## config.mk

```make
export PLATFORM = sky130hd
export DESIGN_NAME = pgm_pad_monitor
export DESIGN_NICKNAME = d
export VERILOG_FILES = /design/src/logic/pgm_pkg.sv /design/src/logic/pgm_pad_monitor.sv /design/src/logic/pgm_sync.sv
export SDC_FILE = /design/constraint.sdc
export NUM_CORES = 1
export LEC_CHECK = 0
export BUFFER_PORTS_ARGS = -buffer_cell sky130_fd_sc_hd__buf_2
export CORE_MARGIN = 4
export CORE_UTILIZATION = 35
export CTS_CLUSTER_DIAMETER = 120
export DETAILED_ROUTE_END_ITERATION = 16
export GPL_ROUTABILITY_DRIVEN = 0
export GPL_TIMING_DRIVEN = 0
export PLACE_DENSITY = 0.54
export RECOVER_POWER = 50
export SYNTH_ARGS = -nofsm -noshare
export SYNTH_HDL_FRONTEND = slang
export SYNTH_SLANG_ARGS = --single-unit
```

## constraint.sdc

```tcl
create_clock -name clock -period 2.64 [get_ports clock]
set_input_delay 0.396 -clock clock [delete_from_list [all_inputs] [get_ports clock]]
set_output_delay 0.396 -clock clock [all_outputs]
set_load 0.01 [all_outputs]
```

## src/logic/pgm_pkg.sv

```systemverilog
// Purpose: constants for the pad configuration and signal monitor block
// Assumes: byte-wide register port, printed offsets used directly
// Notes: bit order is shared by all three pad registers
package pgm_pkg;
    localparam logic [7:0] ADDR_PAD_OUTPUT_ENABLE = 8'h44;
    localparam logic [7:0] ADDR_PAD_OUTPUT_VALUE = 8'h45;
    localparam logic [7:0] ADDR_PAD_INPUT_LEVEL = 8'h46;
    localparam logic [7:0] ADDR_MONITOR_OUTPUT_SELECT = 8'h47;
    localparam int PAD_COUNT = 8;
    localparam int PIN_AUX_SIGNAL_INPUT = 7;
    localparam int PIN_CLOCK_OUTPUT = 6;
    localparam int PIN_HOST_SELECT_1 = 5;
    localparam int PIN_HOST_SELECT_0 = 4;
    localparam int PIN_TCK = 3;
    localparam int PIN_TMS = 2;
    localparam int PIN_TDI = 1;
    localparam int PIN_TDO = 0;
    localparam logic [7:0] SCAN_PIN_MASK = 8'h0F;
    localparam int FAST_SWITCH_BIT = 7;
    localparam int SEL_MSB = 3;
    localparam int SEL_LSB = 0;
    localparam logic [7:0] PAD_RESET = 8'h00;
    localparam logic [3:0] SEL_RESET = 4'h0;
    localparam logic [3:0] SEL_TRI_A = 4'h0;
    localparam logic [3:0] SEL_TRI_B = 4'h1;
    localparam logic [3:0] SEL_LOW = 4'h2;
    localparam logic [3:0] SEL_HIGH = 4'h3;
    localparam logic [3:0] SEL_TX_ENVELOPE = 4'h4;
    localparam logic [3:0] SEL_TX_ACTIVE = 4'h5;
    localparam logic [3:0] SEL_COPROC_LINK = 4'h6;
    localparam logic [3:0] SEL_RX_ENVELOPE = 4'h7;
    localparam logic [3:0] SEL_RX_ACTIVE = 4'h8;
    localparam logic [3:0] SEL_RX_BIT = 4'h9;
endpackage : pgm_pkg

```

## src/logic/pgm_pad_monitor.sv

```systemverilog
// Purpose: multi-purpose pin output control, level readback, monitor pin select
// Assumes: byte register port, read data one cycle after the read strobe
// Notes: transmit and receive status come from logic outside this block
//
// Notes on behaviour
// enable bit makes its pin an output
// bit 6 overrides clock output function
// scan active masks enable bits 3..0
// enabled pins driven from output value register
// input register returns sampled pin levels
// common bit order across pad registers
// bit 7 selects fast pad switching
// select codes 0h,1h float monitor pin
// codes 2h,3h drive constant low, high
// codes 4h,5h show transmit envelope, active
// code 6h shows coprocessor link signal
// code 7h shows receive envelope
// codes 8h,9h show receive active, bit
// reserved codes float monitor pin
// reset clears all; reserved bits read zero
`timescale 1ns/1ps
module pgm_pad_monitor
    import pgm_pkg::*;
(
    input wire logic clock,
    input wire logic reset_n,
    input wire logic [7:0] reg_address,
    input wire logic [7:0] reg_write_data,
    input wire logic reg_write,
    input wire logic reg_read,
    output logic [7:0] reg_read_data,
    input wire logic boundary_scan_active,
    input wire logic [7:0] pad_in,
    output logic [7:0] pad_out,
    output logic [7:0] pad_oe_n,
    output logic clock_output_function_off,
    output logic fast_switch_bit,
    input wire logic clock_output_function,
    input wire logic tx_envelope,
    input wire logic tx_active,
    input wire logic secure_coprocessor_link_signal,
    input wire logic rx_envelope,
    input wire logic rx_active,
    input wire logic rx_bit,
    output logic monitor_output_pin_out,
    output logic monitor_output_pin_oe_n
);
    logic reset_meta;
    logic reset_sync_n;
    logic scan_active_meta;
    logic scan_active_a;
    logic scan_active_b;
    logic scan_active;
    logic [7:0] pad_output_enable;
    logic [7:0] pad_output_value;
    logic [3:0] monitor_select_field;
    logic fast_switch;
    logic [7:0] pad_input_level;
    logic [7:0] effective_enable;
    logic [7:0] next_pad_out;
    logic [7:0] next_read_data;
    logic next_monitor_value;
    logic next_monitor_drive;
    logic hit_enable;
    logic hit_value;
    logic hit_input;
    logic hit_select;
    logic [7:0] select_readback;

    // release of reset is synchronised; assertion stays asynchronous
    always_ff @(posedge clock or negedge reset_n) begin
        if (!reset_n) begin
            reset_meta <= 1'b0;
            reset_sync_n <= 1'b0;
        end else begin
            reset_meta <= 1'b1;
            reset_sync_n <= reset_meta;
        end
    end

    // the scan strap is a static level but still crosses in
    always_ff @(posedge clock or negedge reset_sync_n) begin
        if (!reset_sync_n) begin
            scan_active_meta <= 1'b0;
            scan_active_a <= 1'b0;
            scan_active_b <= 1'b0;
            scan_active <= 1'b0;
        end else begin
            scan_active_meta <= boundary_scan_active;
            scan_active_a <= scan_active_meta;
            scan_active_b <= scan_active_a;
            if (scan_active_a == scan_active_b) begin
                scan_active <= scan_active_b;
            end
        end
    end

    pgm_sync #(
        .WIDTH(PAD_COUNT)
    ) u_pad_sync (
        .clock(clock),
        .reset_n(reset_sync_n),
        .async_in(pad_in),
        .level(pad_input_level)
    );

    function automatic logic addr_hit(input logic [7:0] addr, input logic [7:0] target);
        addr_hit = (addr == target);
    endfunction : addr_hit

    assign hit_enable = addr_hit(reg_address, ADDR_PAD_OUTPUT_ENABLE);
    assign hit_value = addr_hit(reg_address, ADDR_PAD_OUTPUT_VALUE);
    assign hit_input = addr_hit(reg_address, ADDR_PAD_INPUT_LEVEL);
    assign hit_select = addr_hit(reg_address, ADDR_MONITOR_OUTPUT_SELECT);

    // reserved bits 6..4 read as zero
    assign select_readback = {fast_switch, 3'h0, monitor_select_field};

    // unmapped addresses read zero
    assign next_read_data = !reg_read ? 8'h00 :
                            hit_enable ? pad_output_enable :
                            hit_value ? pad_output_value :
                            hit_input ? pad_input_level :
                            hit_select ? select_readback : 8'h00;

    // scan pins stay with the scan interface when scan is strapped on
    assign effective_enable = scan_active ? (pad_output_enable & ~SCAN_PIN_MASK)
                                          : pad_output_enable;
    assign next_pad_out = pad_output_value;

    always_ff @(posedge clock or negedge reset_sync_n) begin
        if (!reset_sync_n) begin
            pad_output_enable <= PAD_RESET;
            pad_output_value <= PAD_RESET;
            fast_switch <= 1'b0;
            monitor_select_field <= SEL_RESET;
        end else if (reg_write) begin
            if (hit_enable) begin
                pad_output_enable <= reg_write_data;
            end
            if (hit_value) begin
                pad_output_value <= reg_write_data;
            end
            if (hit_select) begin
                fast_switch <= reg_write_data[FAST_SWITCH_BIT];
                monitor_select_field <= reg_write_data[SEL_MSB:SEL_LSB];
            end
        end
    end

    // monitor pin source, decoded from the select field
    always_comb begin
        next_monitor_value = 1'b0;
        next_monitor_drive = 1'b1;
        case (monitor_select_field)
            SEL_TRI_A, SEL_TRI_B: begin
                next_monitor_drive = 1'b0;
            end
            SEL_LOW: begin
                next_monitor_value = 1'b0;
            end
            SEL_HIGH: begin
                next_monitor_value = 1'b1;
            end
            SEL_TX_ENVELOPE: begin
                next_monitor_value = tx_envelope;
            end
            SEL_TX_ACTIVE: begin
                next_monitor_value = tx_active;
            end
            SEL_COPROC_LINK: begin
                next_monitor_value = secure_coprocessor_link_signal;
            end
            SEL_RX_ENVELOPE: begin
                // only meaningful in type A reception at 106 kBd
                next_monitor_value = rx_envelope;
            end
            SEL_RX_ACTIVE: begin
                next_monitor_value = rx_active;
            end
            SEL_RX_BIT: begin
                next_monitor_value = rx_bit;
            end
            default: begin
                next_monitor_drive = 1'b0;
            end
        endcase
    end

    // registered pin drive costs one cycle of latency on monitored signals
    always_ff @(posedge clock or negedge reset_sync_n) begin
        if (!reset_sync_n) begin
            reg_read_data <= 8'h00;
            pad_out <= PAD_RESET;
            pad_oe_n <= 8'hFF;
            clock_output_function_off <= 1'b0;
            fast_switch_bit <= 1'b0;
            monitor_output_pin_out <= 1'b0;
            monitor_output_pin_oe_n <= 1'b1;
        end else begin
            reg_read_data <= next_read_data;
            pad_out <= next_pad_out;
            pad_oe_n <= ~effective_enable;
            clock_output_function_off <= pad_output_enable[PIN_CLOCK_OUTPUT];
            fast_switch_bit <= fast_switch;
            monitor_output_pin_out <= next_monitor_value;
            monitor_output_pin_oe_n <= ~next_monitor_drive;
        end
    end

    // clock output function is not routed to any pin here; only clock_output_function_off leaves this block
    logic unused_clock_function;
    assign unused_clock_function = clock_output_function;
endmodule : pgm_pad_monitor

```

## src/logic/pgm_sync.sv

```systemverilog
// Purpose: three-stage synchroniser for a vector of pin levels
// Assumes: inputs asynchronous to clock
// Notes: a bit changes only once stages two and three agree
`timescale 1ns/1ps
module pgm_sync #(
    parameter int WIDTH = 8
) (
    input wire logic clock,
    input wire logic reset_n,
    input wire logic [WIDTH-1:0] async_in,
    output logic [WIDTH-1:0] level
);
    logic [WIDTH-1:0] stage1;
    logic [WIDTH-1:0] stage2;
    logic [WIDTH-1:0] stage3;
    logic [WIDTH-1:0] agree;
    logic [WIDTH-1:0] next_level;

    assign agree = ~(stage2 ^ stage3);
    assign next_level = (agree & stage3) | (~agree & level);

    always_ff @(posedge clock or negedge reset_n) begin
        if (!reset_n) begin
            stage1 <= '0;
            stage2 <= '0;
            stage3 <= '0;
            level <= '0;
        end else begin
            stage1 <= async_in;
            stage2 <= stage1;
            stage3 <= stage2;
            level <= next_level;
        end
    end
endmodule : pgm_sync

```

==> metrics.sh <==
SYNTH.FF_LATCH_COUNT=87
MAXCAPVIOLCOUNT=1
LAYOUT.CELLS.MOST_COMMON_LIST='sky130_fd_sc_hd__dfrtp_1 (78), sky130_fd_sc_hd__buf_2 (61), sky130_fd_sc_hd__mux2_2 (21)'
FMAXACHIEVABLE_MHz=515
DIE_BOUNDARY_HEIGHT_UM=100
DETAIL_ROUTE.WL_PER_CELL_UM=14.9
CLOCKROOTBUFFER='sky130_fd_sc_hd__clkbuf_8'
SYNTH_CELLS=172
ROW_COUNT=33
POST_DRT_VIA_CELL_RATIO=4.39
UNREPAIRED_SETUP_ENDPOINTS_AFTER_GLOBAL_ROUTING='no'
POST_CTS_RESIZED=0
SKEW_PAIR_LATE_INSERTION_DELAY_NS=0.36
MET2_WL_POST_DR_MM=2.62
POST_SYNTH_NUM_CELL_TYPES=23
INSERTEDDIODECOUNT=0
DRT_ITER0_DRC=29
FINAL.MIN_CLOCK_PERIOD_NS=1.94
MAXSLEWHEADROOM=-0.0855
CP.ARRIVAL_NS=2.19
POST_DETAIL_PLACE_HPWL_MM=3.62
MAPPEDNETLISTAREA_UM2=2970
POST-ROUTE-WORST-SETUP-SLACK_NS=0.697
FAILED_CHECKS='max-capacitance violations, max-slew violations'
SYN-NUM-NETS=208
TRITONCTS_NUM_SINKS=87
CRITICAL_PATH_REQUIRED_NS=2.89
POST_ROUTE_CELLS_DRIVE_ABOVE_1_SHARE=0.476
DRC_ERRORS=0
TOPROUTINGLAYERUSED='met4'
AVGSYNTHCELLAREA_UM2=17.3
SETUP_VIOL_COUNT_FINAL=0
CRIT_TYPE='in -> reg'
START_UTIL=0.360
CTS_BUFFERS=9
SYNTH-WARNING-COUNT=0
FIN_WORST_SKEW_NS=0.0100
FINAL.PERIOD_UTILIZATION=0.736
WORST-PATH-MAX-FANOUT=8
DRT_FIRST_PASS_ITERS=4
GRT_ANTENNA_BEFORE_REPAIR=0
PORT-BUFFER-COUNT=62
GRT_USAGE=0.116
SLEW_VIOLATIONS=40
WORST_IR_DROP_VDD_V=0.000234
ROUTE.ANTENNA.REMAINING_NETS=0
TIGHTEST_SLEW_NS=1.63
FLOORPLAN.DIE.WIDTH_UM=100
POST_SYNTH_EDFFS=0
SYNTH_SEQUENTIAL_AREA_RATIO=0.736
CORE_AREA_UM2=8260
CP-START-KIND='primary input'
HOLD_PATH_CLASS='in -> reg'
FLOORPLAN.DIE_AREA_UM2=10000
AREA_GROWTH_PCT=22.9
FILLCELLCOUNT=775
CLK_PIN_SLEW_NS=0.09
POSTROUTEWIRELENGTH_MM=5.33
DR_TOTAL_VIAS=1567
STATUS='finished, violations left'
GRT_MAX_DEGREE=47
FINAL_NET_COUNT=283
FIRST_GLOBAL_VIAS=1645
GRT_OVERFLOW_TOTAL=0
HOLD-WORST-SLACK_NS=0.135
SYNTHARSTFLOPSHARE=1.00
TOTAL_LEAKAGE_POWER_nW=1.72
MOSTFREQUENTLAYOUTCELL='sky130_fd_sc_hd__dfrtp_1'
SYNTH_FLOP_CELL='sky130_fd_sc_hd__dfrtp_1'
MET3_ROUTED_WL_UM=324
IO_PINS=64
FIRST_PASS_GRT_WIRE_LENGTH_MM=8.48
HOLD_VIOLATIONS=0
CTS_TREE='built'
CTS_MAX_PATH_BUFFERS=2
DP_WORST_SETUP_SLACK_NS=0.288
CP-END-KIND='flip-flop'
PWR_DENSITY_CELL_nW_PER_UM2=695
CLOCK_TREE.HTREE_LEVEL_COUNT=3
ROUTE.LAYER.MET1.WL_MM=2.25
## worst paths after layout
| path | start | end | slack (ns) | depth (start not counted) |
|---|---|---|---|---|
| min reg2reg | u_pad_sync.stage1[2] | u_pad_sync.stage2[2] | 0.35 | 0 |
| max reg2reg | reset_sync_n | pad_oe_n[3] | 0.98 | 1 |
| min | boundary_scan_active | scan_active_meta | 0.13 | 1 |
| min in group asynchronous | reset_n | reset_meta | 0.35 | 2 |
| max | reg_address[5] | next_pad_out[4] | 0.70 | 4 |
| max in group asynchronous | reset_sync_n | pad_oe_n[3] | 0.98 | 1 |
## registers in the layout (all words and copies together) (netlist names), 4 cells and up, named ones only
register              flops
next_pad_out              8
pad_oe_n                  8
pad_out                   8
pad_output_enable         8
reg_read_data             8
u_pad_sync.stage1         8
u_pad_sync.stage2         8
u_pad_sync.stage3         8
monitor_select_field      4
## power breakdown
part	internal, W	switching [W]	total, W
combinational	0.0000819	0.0000641	0.000146
sequential	0.00140	0.0000465	0.00145
clock	0.000454	0.000492	0.000947
## logic make-up (layout without fill, tap and decap cells)
group | after synthesis | in the layout | synth area share
AOI/OAI and AO/OA | 5 | 5 | 0.0101
xor gates and xnor gates | 1 | 1 | 0.00295
adders and majority gates | 9 | 9 | 0.0303
buffers and inverters | 9 | 89 | 0.0114
DFF | 87 | 87 | 0.736
muxes | 31 | 31 | 0.138
other | 1 | 1 | 0.00126
and+or+nand+nor | 29 | 29 | 0.0694
## cell usage after synthesis, types with 3 or more instances
| cell type | instances | area [um2] |
|---|---|---|
| sky130_fd_sc_hd__a21oi_1 | 4 | 20.0 |
| sky130_fd_sc_hd__clkbuf_1 | 4 | 15.0 |
| sky130_fd_sc_hd__dfrtp_1 | 78 | 1950 |
| sky130_fd_sc_hd__dfstp_2 | 9 | 236 |
| sky130_fd_sc_hd__inv_1 | 5 | 18.8 |
| sky130_fd_sc_hd__maj3_1 | 9 | 90.1 |
| sky130_fd_sc_hd__mux2_2 | 21 | 236 |
| sky130_fd_sc_hd__mux2i_1 | 4 | 40.0 |
| sky130_fd_sc_hd__mux4_2 | 6 | 135 |
| sky130_fd_sc_hd__nand2_1 | 7 | 26.3 |
| sky130_fd_sc_hd__nand2b_1 | 6 | 37.5 |
| sky130_fd_sc_hd__nor2b_1 | 6 | 37.5 |
| sky130_fd_sc_hd__or2_2 | 3 | 18.8 |
## per-stage QoR
stage                     utilization  area (um2)  total power, W  TNS [ns]  cells
after floorplan                     -        2970         0.00155         0    172
after detailed placement        0.417        3450         0.00163         0    340
after global placement          0.413        3410         0.00162    -66.59    339
final                           0.443        3650         0.00254         0    357
after global routing            0.443        3650         0.00266         0    357
after CTS                       0.443        3660         0.00259         0    357
## routing by layer
metal  track usage  vias up
li1              -      735
met1         0.141      782
met2         0.178       39
met3        0.0375       11
met4        0.0715        0
met5             0        -
## cell type report
| class | instances | area [um2] | share of cell area |
|---|---|---|---|
| Clock inverter | 6 | 76.3 | 0.0209 |
| Timing Repair Buffer | 64 | 347 | 0.0948 |
| Buffer | 4 | 15.0 | 0.00411 |
| Inverter | 5 | 18.8 | 0.00514 |
| Multi-Input combinational cell | 76 | 751 | 0.205 |
| Tap cell | 105 | 131 | 0.0359 |
| Sequential cell | 87 | 2190 | 0.599 |
| Clock buffer | 10 | 128 | 0.0349 |
## critical path: stages
cell and delay, ns:
sky130_fd_sc_hd__buf_2 0.10, sky130_fd_sc_hd__or4b_4 0.59, sky130_fd_sc_hd__nor4b_4 0.68, sky130_fd_sc_hd__mux2_2 0.42
## what timing repair did
item	CTS	global route
buffers inserted	0	0
hold endpoints to repair	2	0
hold buffers	1	0
(Power assumes the default switching activity.)
